<file path="config.mk">
export PLATFORM = sky130hd
export DESIGN_NAME = tdbg_status
export DESIGN_NICKNAME = d
export VERILOG_FILES = /design/src/shared/tdbg_pkg.sv /design/src/shared/tdbg_lane_if.sv /design/src/hdl/tdbg_lane.sv /design/src/hdl/tdbg_status.sv
export SDC_FILE = /design/constraint.sdc
export NUM_CORES = 1
export LEC_CHECK = 0
export BUFFER_PORTS_ARGS = -buffer_cell sky130_fd_sc_hd__buf_2
export CORE_ASPECT_RATIO = 2
export CORE_MARGIN = 1.5
export CORE_UTILIZATION = 50
export CTS_CLUSTER_DIAMETER = 30
export DETAILED_ROUTE_END_ITERATION = 10
export HOLD_SLACK_MARGIN = 0.03
export PLACE_DENSITY = 0.85
export SYNTH_ARGS = -nofsm -noshare
export SYNTH_HDL_FRONTEND = slang
export SYNTH_SLANG_ARGS = --single-unit
</file>
<file path="constraint.sdc">
create_clock -name clk -period 3.9 [get_ports clk]
set_clock_uncertainty 0.1 [all_clocks]
set_input_delay 0 -clock clk [delete_from_list [all_inputs] [get_ports clk]]
set_output_delay 0 -clock clk [all_outputs]
set_load 0.03 [all_outputs]
</file>
<file path="src/shared/tdbg_pkg.sv">
package tdbg_pkg;
  // ----------------------------------------
  // widths and field positions
  // ----------------------------------------
  localparam int LANES = 2;
  localparam int BYTES = 8;
  localparam int BYTES_PER_LANE = 4;
  localparam int LOGICAL_LANES = 4;
  localparam int SEL_W = 8;
  localparam int SEL_PER_LANE = 4;
  localparam int DBG_W = 6;
  localparam int DBG_ALIGN = 5;
  localparam int DBG_SYNC_LO = 1;
  localparam int DBG_TXPH = 0;
  localparam int CNT_W = 16;
  localparam logic [15:0] CNT_ZERO = 16'h0000;
  localparam logic [15:0] CNT_ONE = 16'h0001;
  localparam logic [15:0] CNT_MAX = 16'hFFFF;
  // equalizer path codes and transmit fill word
  localparam logic EQ_FEEDBACK = 1'h0;
  localparam logic EQ_LINEAR = 1'h1;
  localparam logic [7:0] FILL_WORD = 8'h00;
endpackage

</file>
<file path="src/shared/tdbg_lane_if.sv">
`timescale 1ns/1ns
`default_nettype none
interface tdbg_lane_if;
  logic eq_sel;
  logic eq_reset;
  logic tx_block;
  logic cnt_clear;
  logic force_err;
  logic [3:0] rx_sel;
  logic [3:0] tx_sel;
  logic [7:0] tx_in;
  logic [7:0] tx_out;
  logic [7:0] rx_expect;
  logic [7:0] rx_in;
  logic rx_valid;
  logic fb_path;
  logic lin_path;
  logic eq_path_reset;
  logic prbs_err;
  logic [15:0] err_count;
  modport core (input eq_sel, eq_reset, tx_block, cnt_clear, force_err,
    rx_sel, tx_sel, tx_in, rx_expect, rx_in, rx_valid,
    output tx_out, fb_path, lin_path, eq_path_reset, prbs_err, err_count);
  modport top (output eq_sel, eq_reset, tx_block, cnt_clear, force_err,
    rx_sel, tx_sel, tx_in, rx_expect, rx_in, rx_valid,
    input tx_out, fb_path, lin_path, eq_path_reset, prbs_err, err_count);
endinterface
`default_nettype wire

</file>
<file path="src/hdl/tdbg_lane.sv">
`timescale 1ns/1ns
`default_nettype none
module tdbg_lane (
  input wire logic clk,
  input wire logic reset_n,
  tdbg_lane_if.core lane
);
  // ----------------------------------------
  // equalizer datapath selection
  // ----------------------------------------
  assign lane.fb_path = (lane.eq_sel == tdbg_pkg::EQ_FEEDBACK);
  assign lane.lin_path = (lane.eq_sel == tdbg_pkg::EQ_LINEAR);
  assign lane.eq_path_reset = lane.eq_reset;

  // ----------------------------------------
  // transmit path: inhibit and error inject
  // ----------------------------------------
  wire logic [7:0] injected;
  wire logic [7:0] next_tx_out;
  assign injected = lane.force_err ? ~lane.tx_in : lane.tx_in;
  assign next_tx_out = lane.tx_block ? tdbg_pkg::FILL_WORD : injected;
  logic [7:0] tx_q;
  always_ff @(posedge clk or negedge reset_n) begin
    if (!reset_n) tx_q <= tdbg_pkg::FILL_WORD;
    else tx_q <= next_tx_out;
  end
  assign lane.tx_out = tx_q;

  // ----------------------------------------
  // receive checker: live flag and counter
  // ----------------------------------------
  wire logic mismatch;
  assign mismatch = lane.rx_valid && (lane.rx_in != lane.rx_expect);
  logic err_q;
  logic [15:0] cnt;
  wire logic [15:0] next_cnt;
  assign next_cnt = lane.cnt_clear ? tdbg_pkg::CNT_ZERO :
    (mismatch && cnt != tdbg_pkg::CNT_MAX) ? cnt + tdbg_pkg::CNT_ONE : cnt;
  always_ff @(posedge clk or negedge reset_n) begin
    if (!reset_n) begin
      err_q <= 1'h0;
      cnt <= tdbg_pkg::CNT_ZERO;
    end else begin
      err_q <= mismatch;
      cnt <= next_cnt;
    end
  end
  assign lane.prbs_err = err_q;
  assign lane.err_count = cnt;

  chk_err_live: assert property (@(posedge clk) disable iff (!reset_n)
    !mismatch |=> !err_q) else $error("error flag stuck");
  chk_cnt_clear: assert property (@(posedge clk) disable iff (!reset_n)
    lane.cnt_clear |=> cnt == tdbg_pkg::CNT_ZERO) else $error("no clear");
  chk_tx_block: assert property (@(posedge clk) disable iff (!reset_n)
    lane.tx_block |=> tx_q == tdbg_pkg::FILL_WORD) else $error("tx leaks");
  chk_force_err: assert property (@(posedge clk) disable iff (!reset_n)
    lane.force_err && !lane.tx_block |=> tx_q == ~$past(lane.tx_in))
    else $error("no inject");
endmodule
`default_nettype wire

</file>
<file path="src/hdl/tdbg_status.sv">
`timescale 1ns/1ns
`default_nettype none
module tdbg_status (
  input wire logic clk,
  input wire logic reset_n,
  input wire logic [1:0] rx_equalizer_select,
  input wire logic [1:0] rx_equalizer_reset,
  input wire logic [1:0] tx_lane_block,
  input wire logic [1:0] rx_prbs_counter_clear,
  input wire logic [7:0] rx_prbs_pattern_select,
  input wire logic [7:0] tx_prbs_pattern_select,
  input wire logic [1:0] tx_prbs_error_inject,
  input wire logic [15:0] tx_pattern_in,
  input wire logic [15:0] rx_pattern_expect,
  input wire logic [15:0] rx_pattern_in,
  input wire logic [1:0] rx_pattern_valid,
  input wire logic [7:0] rx_disparity_raw,
  input wire logic [7:0] rx_code_raw,
  input wire logic [1:0] rx_comma_raw,
  input wire logic rx_align_raw,
  input wire logic [3:0] rx_sync_raw,
  input wire logic tx_phase_done_raw,
  output logic [15:0] tx_pattern_out,
  output logic [1:0] decision_feedback_path,
  output logic [1:0] low_power_linear_path,
  output logic [1:0] rx_equalizer_path_reset,
  output logic [7:0] rx_prbs_sel_out,
  output logic [7:0] tx_prbs_sel_out,
  output logic [1:0] rx_prbs_error_flag,
  output logic [31:0] rx_prbs_error_count,
  output logic [7:0] rx_byte_disparity_error,
  output logic [7:0] rx_byte_code_violation,
  output logic [1:0] rx_comma_seen,
  output logic [5:0] debug
);
  // ----------------------------------------
  // async control inputs: two-stage sync
  // ----------------------------------------
  logic [1:0] eqs_a, eqs_b, eqr_a, eqr_b;
  always_ff @(posedge clk or negedge reset_n) begin
    if (!reset_n) begin
      eqs_a <= 2'h0;
      eqs_b <= 2'h0;
      eqr_a <= 2'h0;
      eqr_b <= 2'h0;
    end else begin
      eqs_a <= rx_equalizer_select;
      eqs_b <= eqs_a;
      eqr_a <= rx_equalizer_reset;
      eqr_b <= eqr_a;
    end
  end

  // ----------------------------------------
  // pattern selects, registered
  // ----------------------------------------
  logic [7:0] rx_sel_q, tx_sel_q;
  always_ff @(posedge clk or negedge reset_n) begin
    if (!reset_n) begin
      rx_sel_q <= 8'h00;
      tx_sel_q <= 8'h00;
    end else begin
      rx_sel_q <= rx_prbs_pattern_select;
      tx_sel_q <= tx_prbs_pattern_select;
    end
  end
  assign rx_prbs_sel_out = rx_sel_q;
  assign tx_prbs_sel_out = tx_sel_q;

  // ----------------------------------------
  // per-lane engines
  // ----------------------------------------
  for (genvar i = 0; i < tdbg_pkg::LANES; i++) begin : g_lane
    tdbg_lane_if lif ();
    localparam int SB = i * tdbg_pkg::SEL_PER_LANE;
    localparam int DB = i * 8;
    assign lif.eq_sel = eqs_b[i];
    assign lif.eq_reset = eqr_b[i];
    assign lif.tx_block = tx_lane_block[i];
    assign lif.cnt_clear = rx_prbs_counter_clear[i];
    assign lif.force_err = tx_prbs_error_inject[i];
    assign lif.rx_sel = rx_sel_q[SB +: 4];
    assign lif.tx_sel = tx_sel_q[SB +: 4];
    assign lif.tx_in = tx_pattern_in[DB +: 8];
    assign lif.rx_expect = rx_pattern_expect[DB +: 8];
    assign lif.rx_in = rx_pattern_in[DB +: 8];
    assign lif.rx_valid = rx_pattern_valid[i];
    tdbg_lane u_lane (
      .clk(clk),
      .reset_n(reset_n),
      .lane(lif.core)
    );
    assign tx_pattern_out[DB +: 8] = lif.tx_out;
    assign decision_feedback_path[i] = lif.fb_path;
    assign low_power_linear_path[i] = lif.lin_path;
    assign rx_equalizer_path_reset[i] = lif.eq_path_reset;
    assign rx_prbs_error_flag[i] = lif.prbs_err;
    assign rx_prbs_error_count[i*tdbg_pkg::CNT_W +: tdbg_pkg::CNT_W] =
      lif.err_count;
  end

  // ----------------------------------------
  // receive byte status and comma
  // ----------------------------------------
  logic [7:0] disp_q, code_q;
  logic [1:0] comma_q;
  always_ff @(posedge clk or negedge reset_n) begin
    if (!reset_n) begin
      disp_q <= 8'h00;
      code_q <= 8'h00;
      comma_q <= 2'h0;
    end else begin
      disp_q <= rx_disparity_raw;
      code_q <= rx_code_raw;
      comma_q <= rx_comma_raw;
    end
  end
  assign rx_byte_disparity_error = disp_q;
  assign rx_byte_code_violation = code_q;
  assign rx_comma_seen = comma_q;

  // ----------------------------------------
  // debug vector: async status synchronised
  // ----------------------------------------
  logic [5:0] dbg_a, dbg_b;
  wire logic [5:0] dbg_raw;
  assign dbg_raw = {rx_align_raw, rx_sync_raw, tx_phase_done_raw};
  always_ff @(posedge clk or negedge reset_n) begin
    if (!reset_n) begin
      dbg_a <= 6'h00;
      dbg_b <= 6'h00;
    end else begin
      dbg_a <= dbg_raw;
      dbg_b <= dbg_a;
    end
  end
  assign debug = dbg_b;

  chk_eq_select: assert property (@(posedge clk) disable iff (!reset_n)
    1'b1 ##2 low_power_linear_path == $past(rx_equalizer_select, 2) &&
    decision_feedback_path == ~low_power_linear_path)
    else $error("path select broken");
  chk_eq_reset: assert property (@(posedge clk) disable iff (!reset_n)
    1'b1 ##2 rx_equalizer_path_reset == $past(rx_equalizer_reset, 2))
    else $error("eq reset wrong");
  chk_disp_byte: assert property (@(posedge clk) disable iff (!reset_n)
    1'b1 |=> rx_byte_disparity_error == $past(rx_disparity_raw))
    else $error("disparity lag");
  chk_code_byte: assert property (@(posedge clk) disable iff (!reset_n)
    1'b1 |=> rx_byte_code_violation == $past(rx_code_raw))
    else $error("code lag");
  chk_align_bit: assert property (@(posedge clk) disable iff (!reset_n)
    1'b1 ##2 debug[tdbg_pkg::DBG_ALIGN] == $past(rx_align_raw, 2))
    else $error("align lag");
  chk_sync_bits: assert property (@(posedge clk) disable iff (!reset_n)
    1'b1 ##2 debug[4:1] == $past(rx_sync_raw, 2))
    else $error("sync lag");
endmodule
`default_nettype wire

</file>
; ---- After elaboration in Yosys (flattened, before gate mapping)
; Cells that the tools add are included.
[classes]
eq_ne = 4
addsub = 2
muxes = 8
reduce_logical = 6
n_bitwise = 4
[ops]
columns = operator, count
row1 = $mux W16, 4
row2 = $add A16 B1 Y16 const B, 2
row3 = $mux W8, 4
row4 = $ne A16 B16 Y1 const B, 2
row5 = $ne A8 B8 Y1, 2
row6 = $not A8 Y8, 2
row7 = $logic_and A1 B1 Y1, 4
row8 = $reduce_bool A2 Y1, 2
row9 = $not A1 Y1, 2
[totals]
out_inout_bits = 96
inputBits = 102
elab_cells = 41
reg_bits = 104

; ---- Longest topological paths before layout
[depth]
depth_word = 5
mapped_depth = 8
ltp_nobuf = 6

; ---- Cells and area by module
; A second synthesis with hierarchy kept.
[unflattened]
hier_cells = 354
hier_area_um2 = 4261.6
[modules_own_cells]
columns = mod, cells_each, instances, seq_area_each_um2, area_each_um2
row1 = tdbg_lane, 146, 2, 625.6, 1425.1
row2 = tdbg_status, 62, 1, 1351.3, 1411.4

; ---- Least setup slack after synthesis
; No wires, ideal clock.
[synth_path]
path_kind = reg-to-reg
from = register g_lane[1].u_lane.cnt[0]
to = register g_lane[1].u_lane.cnt[12]
path_slack_ns = 1.695
synth_period_minus_slack_ns = 2.205
t_arrival_ns = 2.027
setup_ns = 0.078
required_ns = 3.722
stages_incl_launch_ff = 7
path_buffers = 0
path_cell_list = dfrtp_1 -> ha_1 -> and4_4 -> nand3_4 -> or3_1 -> or4_1 -> a21oi_1
[synth_via]
elab_chain_len = 3
elab_cells_between_ends = 6
cone_classes = 1 x add/sub / 1 x eq/ne / 2 x mux / 2 x reduce/logical
[synth_rtl]
columns = item, line
row1 = "start, declared", tdbg_lane.sv:35  ; logic [15:0] cnt;
row2 = "start signal, assigned", tdbg_lane.sv:42  ; cnt <= tdbg_pkg::CNT_ZERO;
row3 = "start signal, assigned", tdbg_lane.sv:45  ; cnt <= next_cnt;
row4 = $add A16 B1 Y16 or $ne A16 B16 Y1 (tied branches), tdbg_lane.sv:38  ; (mismatch && cnt != tdbg_pkg::CNT_MAX) ? cnt + tdbg_pkg::CNT_ONE : cnt;
row5 = $mux W16 or $logic_and A1 B1 Y1 (tied branches), tdbg_lane.sv:38
row6 = $mux W16 or $reduce_bool A2 Y1 (tied branches), n/a
; Several ways; a longest one is shown, not always the timed one. The select of a mux whose other input is x is not followed.
; A chain may end at the register's enable or synchronous reset.

; ---- Worst setup path in the final report
[layout_path]
from = register g_lane[1].u_lane.cnt[1]
to = register g_lane[1].u_lane.cnt[8]
; The elaborated chain is that of the path after synthesis.

==> results.cfg <==
[sta]
post-route-period-util_pct = 60.9
max_freq_mhz = 421
fin_crit_ps = 2370
hold_violations = 0
drv_slew = 0
rsz0062_at_grt = false
fin_ws_ps = 1530
finalSetupViolCount = 0
hold_slack_ps = 94.5
fin_setup_tns_ps = 0
worst_slew_pin_slew_ps = 963
slew-limit-headroom_pct = 35.8

[cells_and_area]
finalInstanceArea_sq_um = 6280
nets = 716
syn2layout_area_growth_pct = 50.5
layout-drive-gt1-share_pct = 37.0
antenna_cells = 0

[routing]
wire_per_inst_microns = 17.0
num_vias = 3756
post_drt_via_cell_ratio = 5.25
drt_pass1_iterations = 6
drt_iter0_markers = 410
drc = 0
ant_nets = 0
routed_wl_mm = 12.2

[placement]
dp_hpwl_mm = 7.13
place.gp.congestion = 0.799
dp_slack_ps = 1540
post_dp_cell_area_sq_um = 5160
port_buffers = 197

[synthesis]
synthMuxAreaShare_pct = 1.86
synth_edf_count = 0
synth_area_leaders = dfrtp_1 62%, xnor2_1 5.0%, o31ai_1 2.9%
ys_seq_area_share_pct = 62.4
ys_seq_elements = 104
async_flop_share_pct = 100
syn_inst = 344
synth_xor_area_share_pct = 6.72
synthFlopType = dfrtp_1
yosys_warnings = 0
avgSynthCellArea_sq_um = 12.1
synth_top_cell_by_area = dfrtp_1
yosysTopAreaCellShare_pct = 62.4
synth.distinct_cells = 49
syn_area_sq_um = 4170
synth_compound_area_share_pct = 8.01
synthAdderAreaFrac_pct = 0.600
synth_top_family_by_area = simple AND/OR/NAND/NOR gates
synthesis.nets = 448
synthSimpleGateAreaFrac_pct = 16.5

[worst_setup_path]
critPathMaxStageDelay_ps = 710
path_cells = ha_1, and4_4, nand3_4, nor3_4, nor4b_1, mux2_2
cpLargestDelayFamily = simple AND/OR/NAND/NOR gates
slowest_stage = nor3_4
crit_path_start_kind = register
cp.required_ps = 4020
path_class = reg2reg
cp.arrival_ps = 2490
endpoint_kind = register
path_max_fanout = 27
crit_buf_inv = 0

[global_routing]
grt_pass1_vias = 3996
grtUsageTotal_pct = 28.7
grt_max_degree = 80
grt_pass1_wl_mm = 19.3
antenna_found_initial = 0
grt_overflow = 0

[floorplanning]
io_pins = 198
start_util_pct = 51.0
fp.dieArea_sq_um = 8930
die_h_microns = 132
die_w_microns = 67.6
num_rows = 47
coreArea_sq_um = 8170

[cts]
cts.clk_slew.worst_paths_ps = 60
htreeDepth = 3
cts_sinks = 104
cts_setup_buffers = 0
clockBufferDepth = 2
tritoncts = yes
ctsRootBufferMaster = clkbuf_16
cts_buffers = 9
clock_latency_ps = 330

[power_and_ir_drop]
p_per_area_nw_per_um2 = 375
ir_drop_uv = 358
total_leakage_power_nw = 3.03

[worst_hold_path]
min_path_type = in2reg

[flow_run]
maxCapViolCount = 0

[outcome]
status = finished, final reports clean
[layout make-up]
class	count	area (sq um)
well taps	98	123
multi-input cells	208	1410
fillers	497	1900
clock buffers	11	243
flip-flops and latches	104	2600
inverters	7	26.3
clock inverters	5	41.3
repair buffers	282	1830
[cell usage in the layout, fill, tap and decap left out, types with 2 or more instances in the layout]
cell type,n
buf_2,196
dfrtp_1,104
dlygate4sd3_1,83
xnor2_1,24
nor2_1,24
a21oi_1,22
nand3_1,16
o31ai_1,16
or4_1,16
nand2_1,12
clkbuf_16,9
xor2_1,8
inv_1,7
and3_1,6
nor2b_1,6
nor4_1,5
mux2_2,5
nand2b_1,4
o21ai_0,4
or3_1,4
nor3_1,3
buf_4,3
nor4_2,2
nand4_1,2
and2_1,2
o41ai_1,2
nor4b_1,2
ha_1,2
clkinv_4,2
[worst min-delay path, delay by kind of cell]
kind,cells,cell delay (ps)
AOI/OAI and AO/OA,2,120
buffers and inverters,2,200
and+or+nand+nor,1,160
[path summary, 6_finish.rpt]
check / endpoint / cells past startpoint / slack [ps] / startpoint
max: g_lane[1].u_lane.lane.err_count[8] / 6 / 1530 / g_lane[1].u_lane.lane.err_count[1]
max reg2reg: g_lane[1].u_lane.lane.err_count[8] / 6 / 1530 / g_lane[1].u_lane.lane.err_count[1]
min in group asynchronous: rx_byte_code_violation[6] / 2 / 300 / reset_n
min reg2reg: debug[1] / 0 / 250 / dbg_a[1]
max in group asynchronous: g_lane[0].u_lane.lane.err_count[1] / 3 / 2470 / reset_n
min: g_lane[0].u_lane.lane.err_count[10] / 5 / 90 / rx_pattern_valid[0]
[logic make-up after synthesis]
family / after synthesis
adders and majority gates: 2
and+or+nand+nor: 115
buffers and inverters: 32
xor gates and xnor gates: 32
muxes: 7
DFF: 104
AOI/OAI and AO/OA: 52
[sequential cells by signal (all words and copies together), names as in the netlist, 6 cells and up]
name / count
dbg_a: 6
g_lane.u_lane.lane.tx_out: 16
tx_prbs_sel_out: 8
rx_byte_disparity_error: 8
rx_prbs_sel_out: 8
rx_byte_code_violation: 8
g_lane.u_lane.lane.err_count: 32
debug: 6
[per-stage QoR]
stage,power (mW),utilization (%),instances
2_1_floorplan,1.32,-,344
3_3_place_gp,1.43,63.1,616
3_5_place_dp,1.44,63.1,616
4_1_cts,2.35,76.8,715
5_1_grt,2.44,76.8,715
6_report,2.35,76.8,715
[routing by layer]
metal  global-route usage (%)  routed length, microns  vias up
met4                     15.1                     478        0
met2                     47.3                    6380      184
met1                     33.0                    4460     1792
met3                     7.34                     835       36
li1                         -                       -     1744
met5                        0                       0        -
[synth_stat cells, drive strengths merged, types with 5 or more instances]
| master | number |
|---|---|
| dfrtp | 104 |
| nor2 | 24 |
| xnor2 | 24 |
| a21oi | 22 |
| buf | 18 |
| nand3 | 18 |
| o31ai | 16 |
| or4 | 16 |
| nand2 | 12 |
| xor2 | 8 |
| and3 | 7 |
| clkbuf | 7 |
| inv | 7 |
| nor4 | 7 |
| mux2 | 6 |
| nor2b | 6 |
| nor3 | 5 |
| o21ai | 5 |
[report_power, final]
part | internal [mW] | leakage, nW | switching, mW
Combinational | 0.161 | 1.59 | 0.209
Clock | 0.456 | 0.138 | 0.384
Sequential | 1.12 | 1.30 | 0.0171
Total | 1.74 | 3.03 | 0.611
[what timing repair did]
item / CTS / global route
hold endpoints to repair: 163 / 0
gates resized for setup: 0 / 0
hold buffers: 83 / 0
Note: power is estimated with default switching activity, not from simulation.
